<file path="src/occ_pkg.sv">
// package: register map, field layout, modes and port types for the compare channel
package occ_pkg;

	// register word indices on the plain register port
	localparam logic [2:0] OCC_ADDR_CTRL    = 3'h0;
	localparam logic [2:0] OCC_ADDR_PRIMARY = 3'h1;
	localparam logic [2:0] OCC_ADDR_SECOND  = 3'h2;
	localparam logic [2:0] OCC_ADDR_STATUS  = 3'h3;
	localparam logic [2:0] OCC_ADDR_CLEAR   = 3'h4;
	localparam logic [2:0] OCC_ADDR_ENABLE  = 3'h5;

	// control register field positions
	localparam int OCC_BIT_IDLE  = 13;
	localparam int OCC_BIT_FLT   = 4;
	localparam int OCC_BIT_TSEL  = 3;
	localparam int OCC_MODE_LSB  = 0;

	localparam logic [15:0] OCC_ZERO16 = 16'h0000;
	localparam logic [1:0]  OCC_IRQ_NONE = 2'h0;

	// status bit positions
	localparam int OCC_ST_MATCH = 0;
	localparam int OCC_ST_FAULT = 1;

	typedef enum logic [2:0] {
		OCC_MODE_OFF    = 3'h0,
		OCC_MODE_OS_LO  = 3'h1,
		OCC_MODE_OS_HI  = 3'h2,
		OCC_MODE_TOGGLE = 3'h3,
		OCC_MODE_DLY_OS = 3'h4,
		OCC_MODE_CONT   = 3'h5,
		OCC_MODE_PWM    = 3'h6,
		OCC_MODE_PWM_F  = 3'h7
	} occ_mode_t;

	// register port request
	typedef struct packed {
		logic [2:0]  addr;
		logic [15:0] wdata;
		logic        wr;
		logic        rd;
	} occ_req_t;

	// fault input synchroniser state
	typedef struct packed {
		logic s1;
		logic s2;
		logic s3;
	} occ_sync_t;

endpackage : occ_pkg

</file>
<file path="src/occ_sync.sv">
// two-flop synchroniser with a falling-edge detector for the fault input
`timescale 1ns/1ps
module occ_sync
	import occ_pkg::*;
(
	// clock and reset
	input  wire logic core_clk,
	input  wire logic resetn,
	// asynchronous pin in, synchronised level and falling edge out
	input  wire logic pin_in,
	output      logic level,
	output      logic fall
);
	occ_sync_t st_ff;
	occ_sync_t nxt_st;

	// s1 feeds only s2; the edge detector looks at s2 and s3
	always_comb begin
		nxt_st    = st_ff;
		nxt_st.s1 = pin_in;
		nxt_st.s2 = st_ff.s1;
		nxt_st.s3 = st_ff.s2;
	end

	// reset to idle-high, so a pin held low at release reads as one edge
	always_ff @(posedge core_clk or negedge resetn) begin
		if (!resetn) begin
			st_ff <= '{s1: 1'b1, s2: 1'b1, s3: 1'b1};
		end else begin
			st_ff <= nxt_st;
		end
	end

	assign level = st_ff.s2;
	assign fall  = st_ff.s3 & ~st_ff.s2;

endmodule : occ_sync

</file>
<file path="src/occ_channel.sv">
// output compare channel: control register, compare engine, fault and irq
// Operation
// - idle-stop bit 1 halts channel during cpu idle; 0 keeps it running.
// - hardware sets pwm fault flag on a fault; 0 means no fault.
// - pwm fault flag is read-only; its write bit is ignored, but a write leaving mode 111 clears it.
// - fault flag is used only in mode 111, pwm with fault input.
// - a readable, writable stop-in-idle bit exists in the control register.
// - mode 000 disables the channel; port register controls the pin.
// - mode 110 raises no interrupt; output starts 0 if compare zero, else 1.
// - mode 111 interrupts on fault falling edge; same initial output rule.
`timescale 1ns/1ps
module occ_channel
	import occ_pkg::*;
(
	// clock and reset
	input  wire logic        core_clk,
	input  wire logic        resetn,
	// register port
	input  wire logic [2:0]  reg_addr,
	input  wire logic [15:0] reg_wdata,
	input  wire logic        reg_wr,
	input  wire logic        reg_rd,
	output      logic [15:0] reg_rdata,
	// system state and timebases
	input  wire logic        cpu_idle,
	input  wire logic [15:0] second_general_timer,
	input  wire logic [15:0] third_general_timer,
	input  wire logic        gpio_out,
	// pins
	input  wire logic        fault_input_a,
	output      logic        compare_output_pin,
	// interrupt
	output      logic        irq
);

	typedef struct packed {
		logic        idle_stop_select;
		logic        pwm_fault_flag;
		logic        timebase_select;
		logic [2:0]  compare_mode_field;
		logic [15:0] primary_compare_value;
		logic [15:0] second_compare_value;
		logic [15:0] last_timer;
		logic        out;
		logic        fired;
		logic [1:0]  status;
		logic [1:0]  irq_en;
		logic [15:0] rdata;
	} occ_state_t;

	occ_state_t st_ff;
	occ_state_t nxt_st;
	occ_req_t   req;
	logic       flt_level;
	logic       flt_fall;
	logic [15:0] tb;
	logic       running;
	logic       wrap;
	logic       hit_pri;
	logic       hit_sec;
	logic [1:0] ev;
	occ_mode_t  mode;

	// initial pin state of the pwm modes from the primary compare value
	function automatic logic pwm_init(input logic [15:0] pri);
		pwm_init = (pri != OCC_ZERO16);
	endfunction : pwm_init

	// control register image as software reads it
	function automatic logic [15:0] ctrl_word(input occ_state_t s);
		ctrl_word = OCC_ZERO16;
		ctrl_word[OCC_BIT_IDLE] = s.idle_stop_select;
		ctrl_word[OCC_BIT_FLT]  = s.pwm_fault_flag;
		ctrl_word[OCC_BIT_TSEL] = s.timebase_select;
		ctrl_word[OCC_MODE_LSB +: 3] = s.compare_mode_field;
	endfunction : ctrl_word

	assign req = '{addr: reg_addr, wdata: reg_wdata, wr: reg_wr, rd: reg_rd};

	occ_sync u_flt (
		.core_clk (core_clk),
		.resetn   (resetn),
		.pin_in   (fault_input_a),
		.level    (flt_level),
		.fall     (flt_fall)
	);

	// timebase choice and compare events
	assign tb      = st_ff.timebase_select ? third_general_timer
	                                       : second_general_timer;
	assign mode    = occ_mode_t'(st_ff.compare_mode_field);
	assign running = (mode != OCC_MODE_OFF)
	               && !(cpu_idle && st_ff.idle_stop_select);
	assign wrap    = tb < st_ff.last_timer;
	assign hit_pri = (tb == st_ff.primary_compare_value)
	               && (st_ff.last_timer != tb);
	assign hit_sec = (tb == st_ff.second_compare_value)
	               && (st_ff.last_timer != tb);

	// next-state logic: register writes, compare engine, fault and status
	always_comb begin
		nxt_st = st_ff;
		ev     = OCC_IRQ_NONE;
		nxt_st.rdata = OCC_ZERO16;
		nxt_st.last_timer = tb;

		// compare engine runs only while enabled and not idle-stopped
		if (running) begin
			case (mode)
			OCC_MODE_OS_LO: begin
				if (hit_pri && !st_ff.fired) begin
					nxt_st.out   = 1'b1;
					nxt_st.fired = 1'b1;
					ev[OCC_ST_MATCH] = 1'b1;
				end
			end
			OCC_MODE_OS_HI: begin
				if (hit_pri && !st_ff.fired) begin
					nxt_st.out   = 1'b0;
					nxt_st.fired = 1'b1;
					ev[OCC_ST_MATCH] = 1'b1;
				end
			end
			OCC_MODE_TOGGLE: begin
				if (hit_pri) begin
					nxt_st.out = ~st_ff.out;
					ev[OCC_ST_MATCH] = 1'b1;
				end
			end
			OCC_MODE_DLY_OS, OCC_MODE_CONT: begin
				if (hit_pri && !st_ff.fired) begin
					nxt_st.out = 1'b1;
				end
				if (hit_sec && st_ff.out) begin
					nxt_st.out = 1'b0;
					nxt_st.fired = (mode == OCC_MODE_DLY_OS);
					ev[OCC_ST_MATCH] = 1'b1;
				end
			end
			OCC_MODE_PWM, OCC_MODE_PWM_F: begin
				// no compare interrupt in either pwm mode
				if (wrap) begin
					nxt_st.out = pwm_init(st_ff.primary_compare_value);
				end else if (hit_pri) begin
					nxt_st.out = 1'b0;
				end
				if (mode == OCC_MODE_PWM_F) begin
					if (flt_fall) begin
						nxt_st.pwm_fault_flag = 1'b1;
						ev[OCC_ST_FAULT] = 1'b1;
					end
					if (st_ff.pwm_fault_flag || flt_fall) begin
						nxt_st.out = 1'b0;
					end
				end
			end
			default: begin
				nxt_st.out = st_ff.out;
			end
			endcase
		end

		// hardware clears the fault flag at a timer wrap once the pin is high again in mode 111
		if (mode == OCC_MODE_PWM_F && flt_level && !flt_fall && wrap) begin
			nxt_st.pwm_fault_flag = 1'b0;
		end
		if (mode != OCC_MODE_PWM_F) begin
			nxt_st.pwm_fault_flag = 1'b0;
		end

		// register writes; the fault flag bit of the write is ignored
		if (req.wr) begin
			case (req.addr)
			OCC_ADDR_CTRL: begin
				nxt_st.idle_stop_select   = req.wdata[OCC_BIT_IDLE];
				nxt_st.timebase_select    = req.wdata[OCC_BIT_TSEL];
				nxt_st.compare_mode_field = req.wdata[OCC_MODE_LSB +: 3];
				nxt_st.fired = 1'b0;
				// load the documented initial pin state for the new mode
				case (occ_mode_t'(req.wdata[OCC_MODE_LSB +: 3]))
				OCC_MODE_OS_HI: nxt_st.out = 1'b1;
				OCC_MODE_TOGGLE: nxt_st.out = st_ff.out;
				OCC_MODE_PWM, OCC_MODE_PWM_F: begin
					nxt_st.out = pwm_init(st_ff.primary_compare_value);
				end
				default: nxt_st.out = 1'b0;
				endcase
			end
			OCC_ADDR_PRIMARY: nxt_st.primary_compare_value = req.wdata;
			OCC_ADDR_SECOND:  nxt_st.second_compare_value  = req.wdata;
			OCC_ADDR_CLEAR: begin
				nxt_st.status = st_ff.status & ~req.wdata[1:0];
			end
			OCC_ADDR_ENABLE: nxt_st.irq_en = req.wdata[1:0];
			default: begin
				nxt_st.irq_en = nxt_st.irq_en;
			end
			endcase
		end

		// a new event wins over a clear in the same cycle
		nxt_st.status = nxt_st.status | ev;

		// read data valid in the cycle after the strobe only
		if (req.rd) begin
			case (req.addr)
			OCC_ADDR_CTRL:    nxt_st.rdata = ctrl_word(st_ff);
			OCC_ADDR_PRIMARY: nxt_st.rdata = st_ff.primary_compare_value;
			OCC_ADDR_SECOND:  nxt_st.rdata = st_ff.second_compare_value;
			OCC_ADDR_STATUS:  nxt_st.rdata = {14'h0000, st_ff.status};
			OCC_ADDR_ENABLE:  nxt_st.rdata = {14'h0000, st_ff.irq_en};
			default:          nxt_st.rdata = OCC_ZERO16;
			endcase
		end
	end

	// all state resets to a disabled channel with out low; the pin follows gpio_out
	always_ff @(posedge core_clk or negedge resetn) begin
		if (!resetn) begin
			st_ff <= '0;
		end else begin
			st_ff <= nxt_st;
		end
	end

	// pin is the port register's in mode 000, otherwise the channel's
	assign compare_output_pin = (mode == OCC_MODE_OFF) ? gpio_out
	                                                   : st_ff.out;
	assign reg_rdata = st_ff.rdata;
	assign irq       = |(st_ff.status & st_ff.irq_en);

	// a fault edge in mode 111 while running sets flag and status next cycle
	chk_fault_sets: assert property (
		@(posedge core_clk) disable iff (!resetn)
		(flt_fall && running && mode == OCC_MODE_PWM_F)
		|=> (st_ff.pwm_fault_flag && st_ff.status[OCC_ST_FAULT]))
		else $error("fault edge did not set the fault flag");

	// a write alone never raises the fault flag
	chk_flag_readonly: assert property (
		@(posedge core_clk) disable iff (!resetn)
		(req.wr && req.addr == OCC_ADDR_CTRL && !st_ff.pwm_fault_flag
		 && !flt_fall) |=> !st_ff.pwm_fault_flag)
		else $error("software write set the fault flag");

	// flag stays clear outside mode 111
	chk_flag_mode: assert property (
		@(posedge core_clk) disable iff (!resetn)
		(mode != OCC_MODE_PWM_F) |=> (mode == OCC_MODE_PWM_F
		 || !st_ff.pwm_fault_flag))
		else $error("fault flag set outside fault pwm mode");

	// halted while idle with the stop bit: the pin holds
	chk_idle_halt: assert property (
		@(posedge core_clk) disable iff (!resetn)
		(cpu_idle && st_ff.idle_stop_select && !req.wr
		 && mode != OCC_MODE_OFF) |=> $stable(st_ff.out))
		else $error("channel moved while stopped in idle");

	// stop bit reads back what was written, with one idle cycle between
	chk_idle_rw: assert property (
		@(posedge core_clk) disable iff (!resetn)
		(req.wr && req.addr == OCC_ADDR_CTRL) ##1 !req.wr
		##1 (req.rd && req.addr == OCC_ADDR_CTRL && !req.wr)
		|=> reg_rdata[OCC_BIT_IDLE] == $past(req.wdata[OCC_BIT_IDLE], 3))
		else $error("stop bit readback mismatch");

	// mode 000 passes the port register through
	chk_off_gpio: assert property (
		@(posedge core_clk) disable iff (!resetn)
		(mode == OCC_MODE_OFF) |-> compare_output_pin == gpio_out)
		else $error("pin not under port control in mode 000");

	// pwm without fault never raises a status bit
	chk_pwm_noirq: assert property (
		@(posedge core_clk) disable iff (!resetn)
		(mode == OCC_MODE_PWM && st_ff.status == OCC_IRQ_NONE && !req.wr)
		|=> st_ff.status == OCC_IRQ_NONE)
		else $error("interrupt event in mode 110");

	// entering pwm mode 111 loads the zero or non-zero initial state
	chk_pwm_init: assert property (
		@(posedge core_clk) disable iff (!resetn)
		(req.wr && req.addr == OCC_ADDR_CTRL
		 && req.wdata[OCC_MODE_LSB +: 3] == OCC_MODE_PWM_F)
		|=> st_ff.out == pwm_init($past(st_ff.primary_compare_value)))
		else $error("wrong pwm initial pin state");

	// a moving unselected timer never moves the pwm pin
	chk_tsel: assert property (
		@(posedge core_clk) disable iff (!resetn)
		(running && mode == OCC_MODE_PWM && !req.wr
		 && $stable(st_ff.timebase_select)
		 && (st_ff.timebase_select ? $stable(third_general_timer)
		                           : $stable(second_general_timer)))
		|=> $stable(st_ff.out))
		else $error("unselected timebase moved the pin");

	// the fault status bit is sticky until software clears it
	chk_status_sticky: assert property (
		@(posedge core_clk) disable iff (!resetn)
		(st_ff.status[OCC_ST_FAULT]
		 && !(req.wr && req.addr == OCC_ADDR_CLEAR
		 && req.wdata[OCC_ST_FAULT])) |=> st_ff.status[OCC_ST_FAULT])
		else $error("fault status bit lost without a clear");

	// read data stand one cycle only and read zero otherwise
	chk_rdata_one_cycle: assert property (
		@(posedge core_clk) disable iff (!resetn)
		!req.rd |=> reg_rdata == OCC_ZERO16)
		else $error("read data outside the read answer cycle");

	// a latched fault holds the pin low while the channel runs
	chk_fault_pin_low: assert property (
		@(posedge core_clk) disable iff (!resetn)
		(running && mode == OCC_MODE_PWM_F && st_ff.pwm_fault_flag
		 && !req.wr) |=> !compare_output_pin)
		else $error("pin high while a fault is latched");

endmodule : occ_channel

</file>
<file path="config.mk">
export PLATFORM = sky130hd
export DESIGN_NAME = occ_channel
export DESIGN_NICKNAME = d
export VERILOG_FILES = /design/src/occ_pkg.sv /design/src/occ_sync.sv /design/src/occ_channel.sv
export SDC_FILE = /design/constraint.sdc
export NUM_CORES = 1
export LEC_CHECK = 0
export ABC_AREA = 1
export BUFFER_PORTS_ARGS = -buffer_cell sky130_fd_sc_hd__buf_2
export CAP_MARGIN = 0
export CORE_UTILIZATION = 57
export CTS_CLUSTER_DIAMETER = 60
export CTS_CLUSTER_SIZE = 20
export DETAILED_ROUTE_END_ITERATION = 10
export GPL_ROUTABILITY_DRIVEN = 0
export PLACE_DENSITY = 0.8
export SYNTH_ARGS = -nofsm -noshare
export SYNTH_HDL_FRONTEND = slang
export SYNTH_SLANG_ARGS = --single-unit
</file>
<file path="constraint.sdc">
create_clock -name core_clk -period 3.4 [get_ports core_clk]
set_input_delay 0.68 -clock core_clk [delete_from_list [all_inputs] [get_ports core_clk]]
set_output_delay 0.68 -clock core_clk [all_outputs]
set_load 0.01 [all_outputs]
</file>
==> flow_metrics.env <==
export IMPL_outcome="completed"
export IMPL_place_ws_ps=609.0
export IMPL_grt_first_pass_wirelength_um=18910
export IMPL_vias_per_cell=5.452
export IMPL_post_cts_buffers=0
export IMPL_cpMaxStageDelayCell="dfrtp_1"
export IMPL_hold_class="reg -> reg"
export IMPL_fin_crit_ps=2834
export IMPL_drc=0
export IMPL_synth_area_leader_cell="dfrtp_1"
export IMPL_crit_path_max_incr_delay_ps=410
export IMPL_stdcell_count=787
export IMPL_max_cap_violations=0
export IMPL_synth_ff_type="dfrtp_1"
export IMPL_clock_sinks=79
export IMPL_synthToLayoutAreaGrowth_pct=10.80
export IMPL_power_density_nw_per_um2=527.3
export IMPL_leakagePower_nw=2.866
export IMPL_fin_area_sq_um=5175
export IMPL_ctsRootBufferMaster="clkbuf_8"
export IMPL_syn_mean_instance_area_sq_um=7.546
export IMPL_slew_violations=0
export IMPL_start_util=0.5982
export IMPL_syn_area_sq_um=4671
export IMPL_crit_type="reg -> reg"
export IMPL_synthCells=619
export IMPL_htreeDepth=3
export IMPL_rows=32
export IMPL_dieArea_sq_um=8560
export IMPL_crit_family="simple AND/OR/NAND/NOR gates"
export IMPL_wl_per_cell_um=14.90
export IMPL_seq_area_frac_synth=0.4241
export IMPL_period_share=0.8336
export IMPL_async_flop_share=1.000
export IMPL_ys_warn_count=0
export IMPL_synth_fp_nets=694
export IMPL_worstMarginPinSlew_ps=993.7
export IMPL_synth_top_area_share=0.4072
export IMPL_grt_setup_unrepaired="false"
export IMPL_finalSetupViolCount=0
export IMPL_setup_tns_final_ps=0
export IMPL_grt_pass1_vias=3991
export IMPL_hold_viol=0
export IMPL_drive_above_1_share=0.1942
export IMPL_dp_cells=771
export IMPL_relSlewSlack=0.3375
export IMPL_routed_wl_um=11730
export IMPL_clkTransAtPathRegs_ps=90
export IMPL_cts_inserted_buffers=9
export IMPL_whs_ps=359.7
export IMPL_cp_common_cell="nand2_1"
export IMPL_ctsResizeCount=0
export IMPL_cp_num_buf_inv=2
export IMPL_cp_max_fo=21
export IMPL_finalWorstSetupSlack_ps=565.8
export IMPL_synthMostInstantiatedCell="nand2_1"
export IMPL_post_dp_cell_area_sq_um=5002
export IMPL_firstDrtPassIters=5
export IMPL_clock_skew_ps=9.657
export IMPL_synth_edff_count=0
export IMPL_vdd_ir_drop_worst_uv=334.0
export IMPL_fp_dieW_um=92.52
export IMPL_hpwlAfterDp_um=9054
export IMPL_die_y_um=92.52
export IMPL_critical_path_cell_chain="inv_2 -> nand2_1 -> nand2_1 -> ha_1 -> nand2_1 -> inv_1 -> nand3_1 -> nor2_1 -> nand2_1 -> nand2_1 -> nor2_4 -> nand3_2 -> ha_1 -> a21oi_1 -> nor2_1 -> nor2_1 -> nand2_1 -> nand2_1 -> nand2_1 -> nand2_1 -> nand2_1"
export IMPL_cp_required_ps=3650
export IMPL_num_vias=4291
export IMPL_antenna_cells=0
export IMPL_cts_tree="built"
export IMPL_numPortBuffers=75
export IMPL_first_iter_violations=402
export IMPL_yosysUniqueCellTypes=34
export IMPL_critPathCaptureType="flop"
export IMPL_antenna_found_initial=0
export IMPL_fin_nets=755
export IMPL_synthTopCellsByArea="dfrtp_1 (41%), nand2_1 (15%), inv_1 (7.9%)"
export IMPL_cts_buffer_depth=2
export IMPL_critPathLaunchType="flop"
export IMPL_ant_nets=0
export IMPL_worstPathArrival_ps=3080
export IMPL_grt_overflow=0
export IMPL_cts_hold_buffers=0
export IMPL_grt_max_degree=80
export IMPL_synthTopCellsByCount="nand2_1 (182), inv_1 (98), dfrtp_1 (76), o21ai_0 (46), nor2_1 (36)"
export IMPL_ioPinCount=76
export IMPL_clock_latency_ps=350
export IMPL_grt_use_total=0.2922
export IMPL_max_freq_ghz=0.3528
export IMPL_synth_seq_cells=79
export IMPL_core_area_sq_um=7807
[area by class of cell]
class,instances,area (sq um)
fill,675,2633
multi-input combinational,412,2115
sequential,79,1981
timing repair buffer,79,407.9
inverter,99,371.6
tap,102,127.6
clock buffer,9,123.9
clock inverter,7,48.80
[worst paths after layout]
check | from | end | slack [ps] | depth (start not counted)
hold reg to reg | u_flt.nxt_st[1] | u_flt.level | 360 | 0
setup reg to reg | st_ff[73] | st_ff[21] | 570 | 21
hold / removal | u_flt.nxt_st[1] | u_flt.level | 360 | 0
max in group asynchronous | resetn | st_ff[50] | 2280 | 1
setup / recovery | st_ff[73] | st_ff[21] | 570 | 21
min in group asynchronous | resetn | st_ff[32] | 460 | 1
[sequential cells by signal, summed over array words and instances, names as in the netlist]
signal	flops
u_flt.nxt_st	1
u_flt.st_ff	1
st_ff	57
u_flt.level	1
reg_rdata	16
mode	3
[power breakdown]
| group | switching (W) | internal (W) | leakage (nW) |
|---|---|---|---|
| Combinational | 0.000541 | 0.000312 | 1.78 |
| Sequential | 0.000157 | 0.00108 | 0.997 |
| Clock | 0.000369 | 0.000266 | 0.0894 |
[through the flow]
step / utilization / total power, W
6_report: 0.6628 / 0.002729
5_1_grt: 0.6628 / 0.002916
4_1_cts: 0.6628 / 0.002719
3_5_place_dp: 0.6407 / 0.002092
3_3_place_gp: 0.6407 / 0.002056
2_1_floorplan: - / 0.001836
[cells in the final DEF (no fill, tap or decap), drive strengths merged, types with 3 or more instances in the layout]
cell    instances
clkbuf          9
nand3b          5
buf            79
dfstp           3
inv           100
o21ai          46
nand3          32
nand2         209
nand4           7
clkinv          5
xor2            3
a21oi          23
nor2           39
o22ai          10
nor4            5
ha             17
dfrtp          76
nor3            5
[cells by family after synthesis]
family                     count (synthesis)  share of synthesized area
buffers and inverters                    128                     0.1232
xor gates and xnor gates                   5                    0.01099
AOI/OAI and AO/OA                         88                     0.1029
and+or+nand+nor                          302                     0.2933
DFF                                       79                     0.4241
adders and majority gates                 17                    0.04554
[routing by layer]
metal	global-route usage	part of all wire	vias up
met5	0	0	-
li1	-	-	2059
met1	0.3954	0.42	1975
met4	0.1302	0.032	0
met3	0.06076	0.087	39
met2	0.4531	0.46	218
Power figures use the tool's default switching activity.
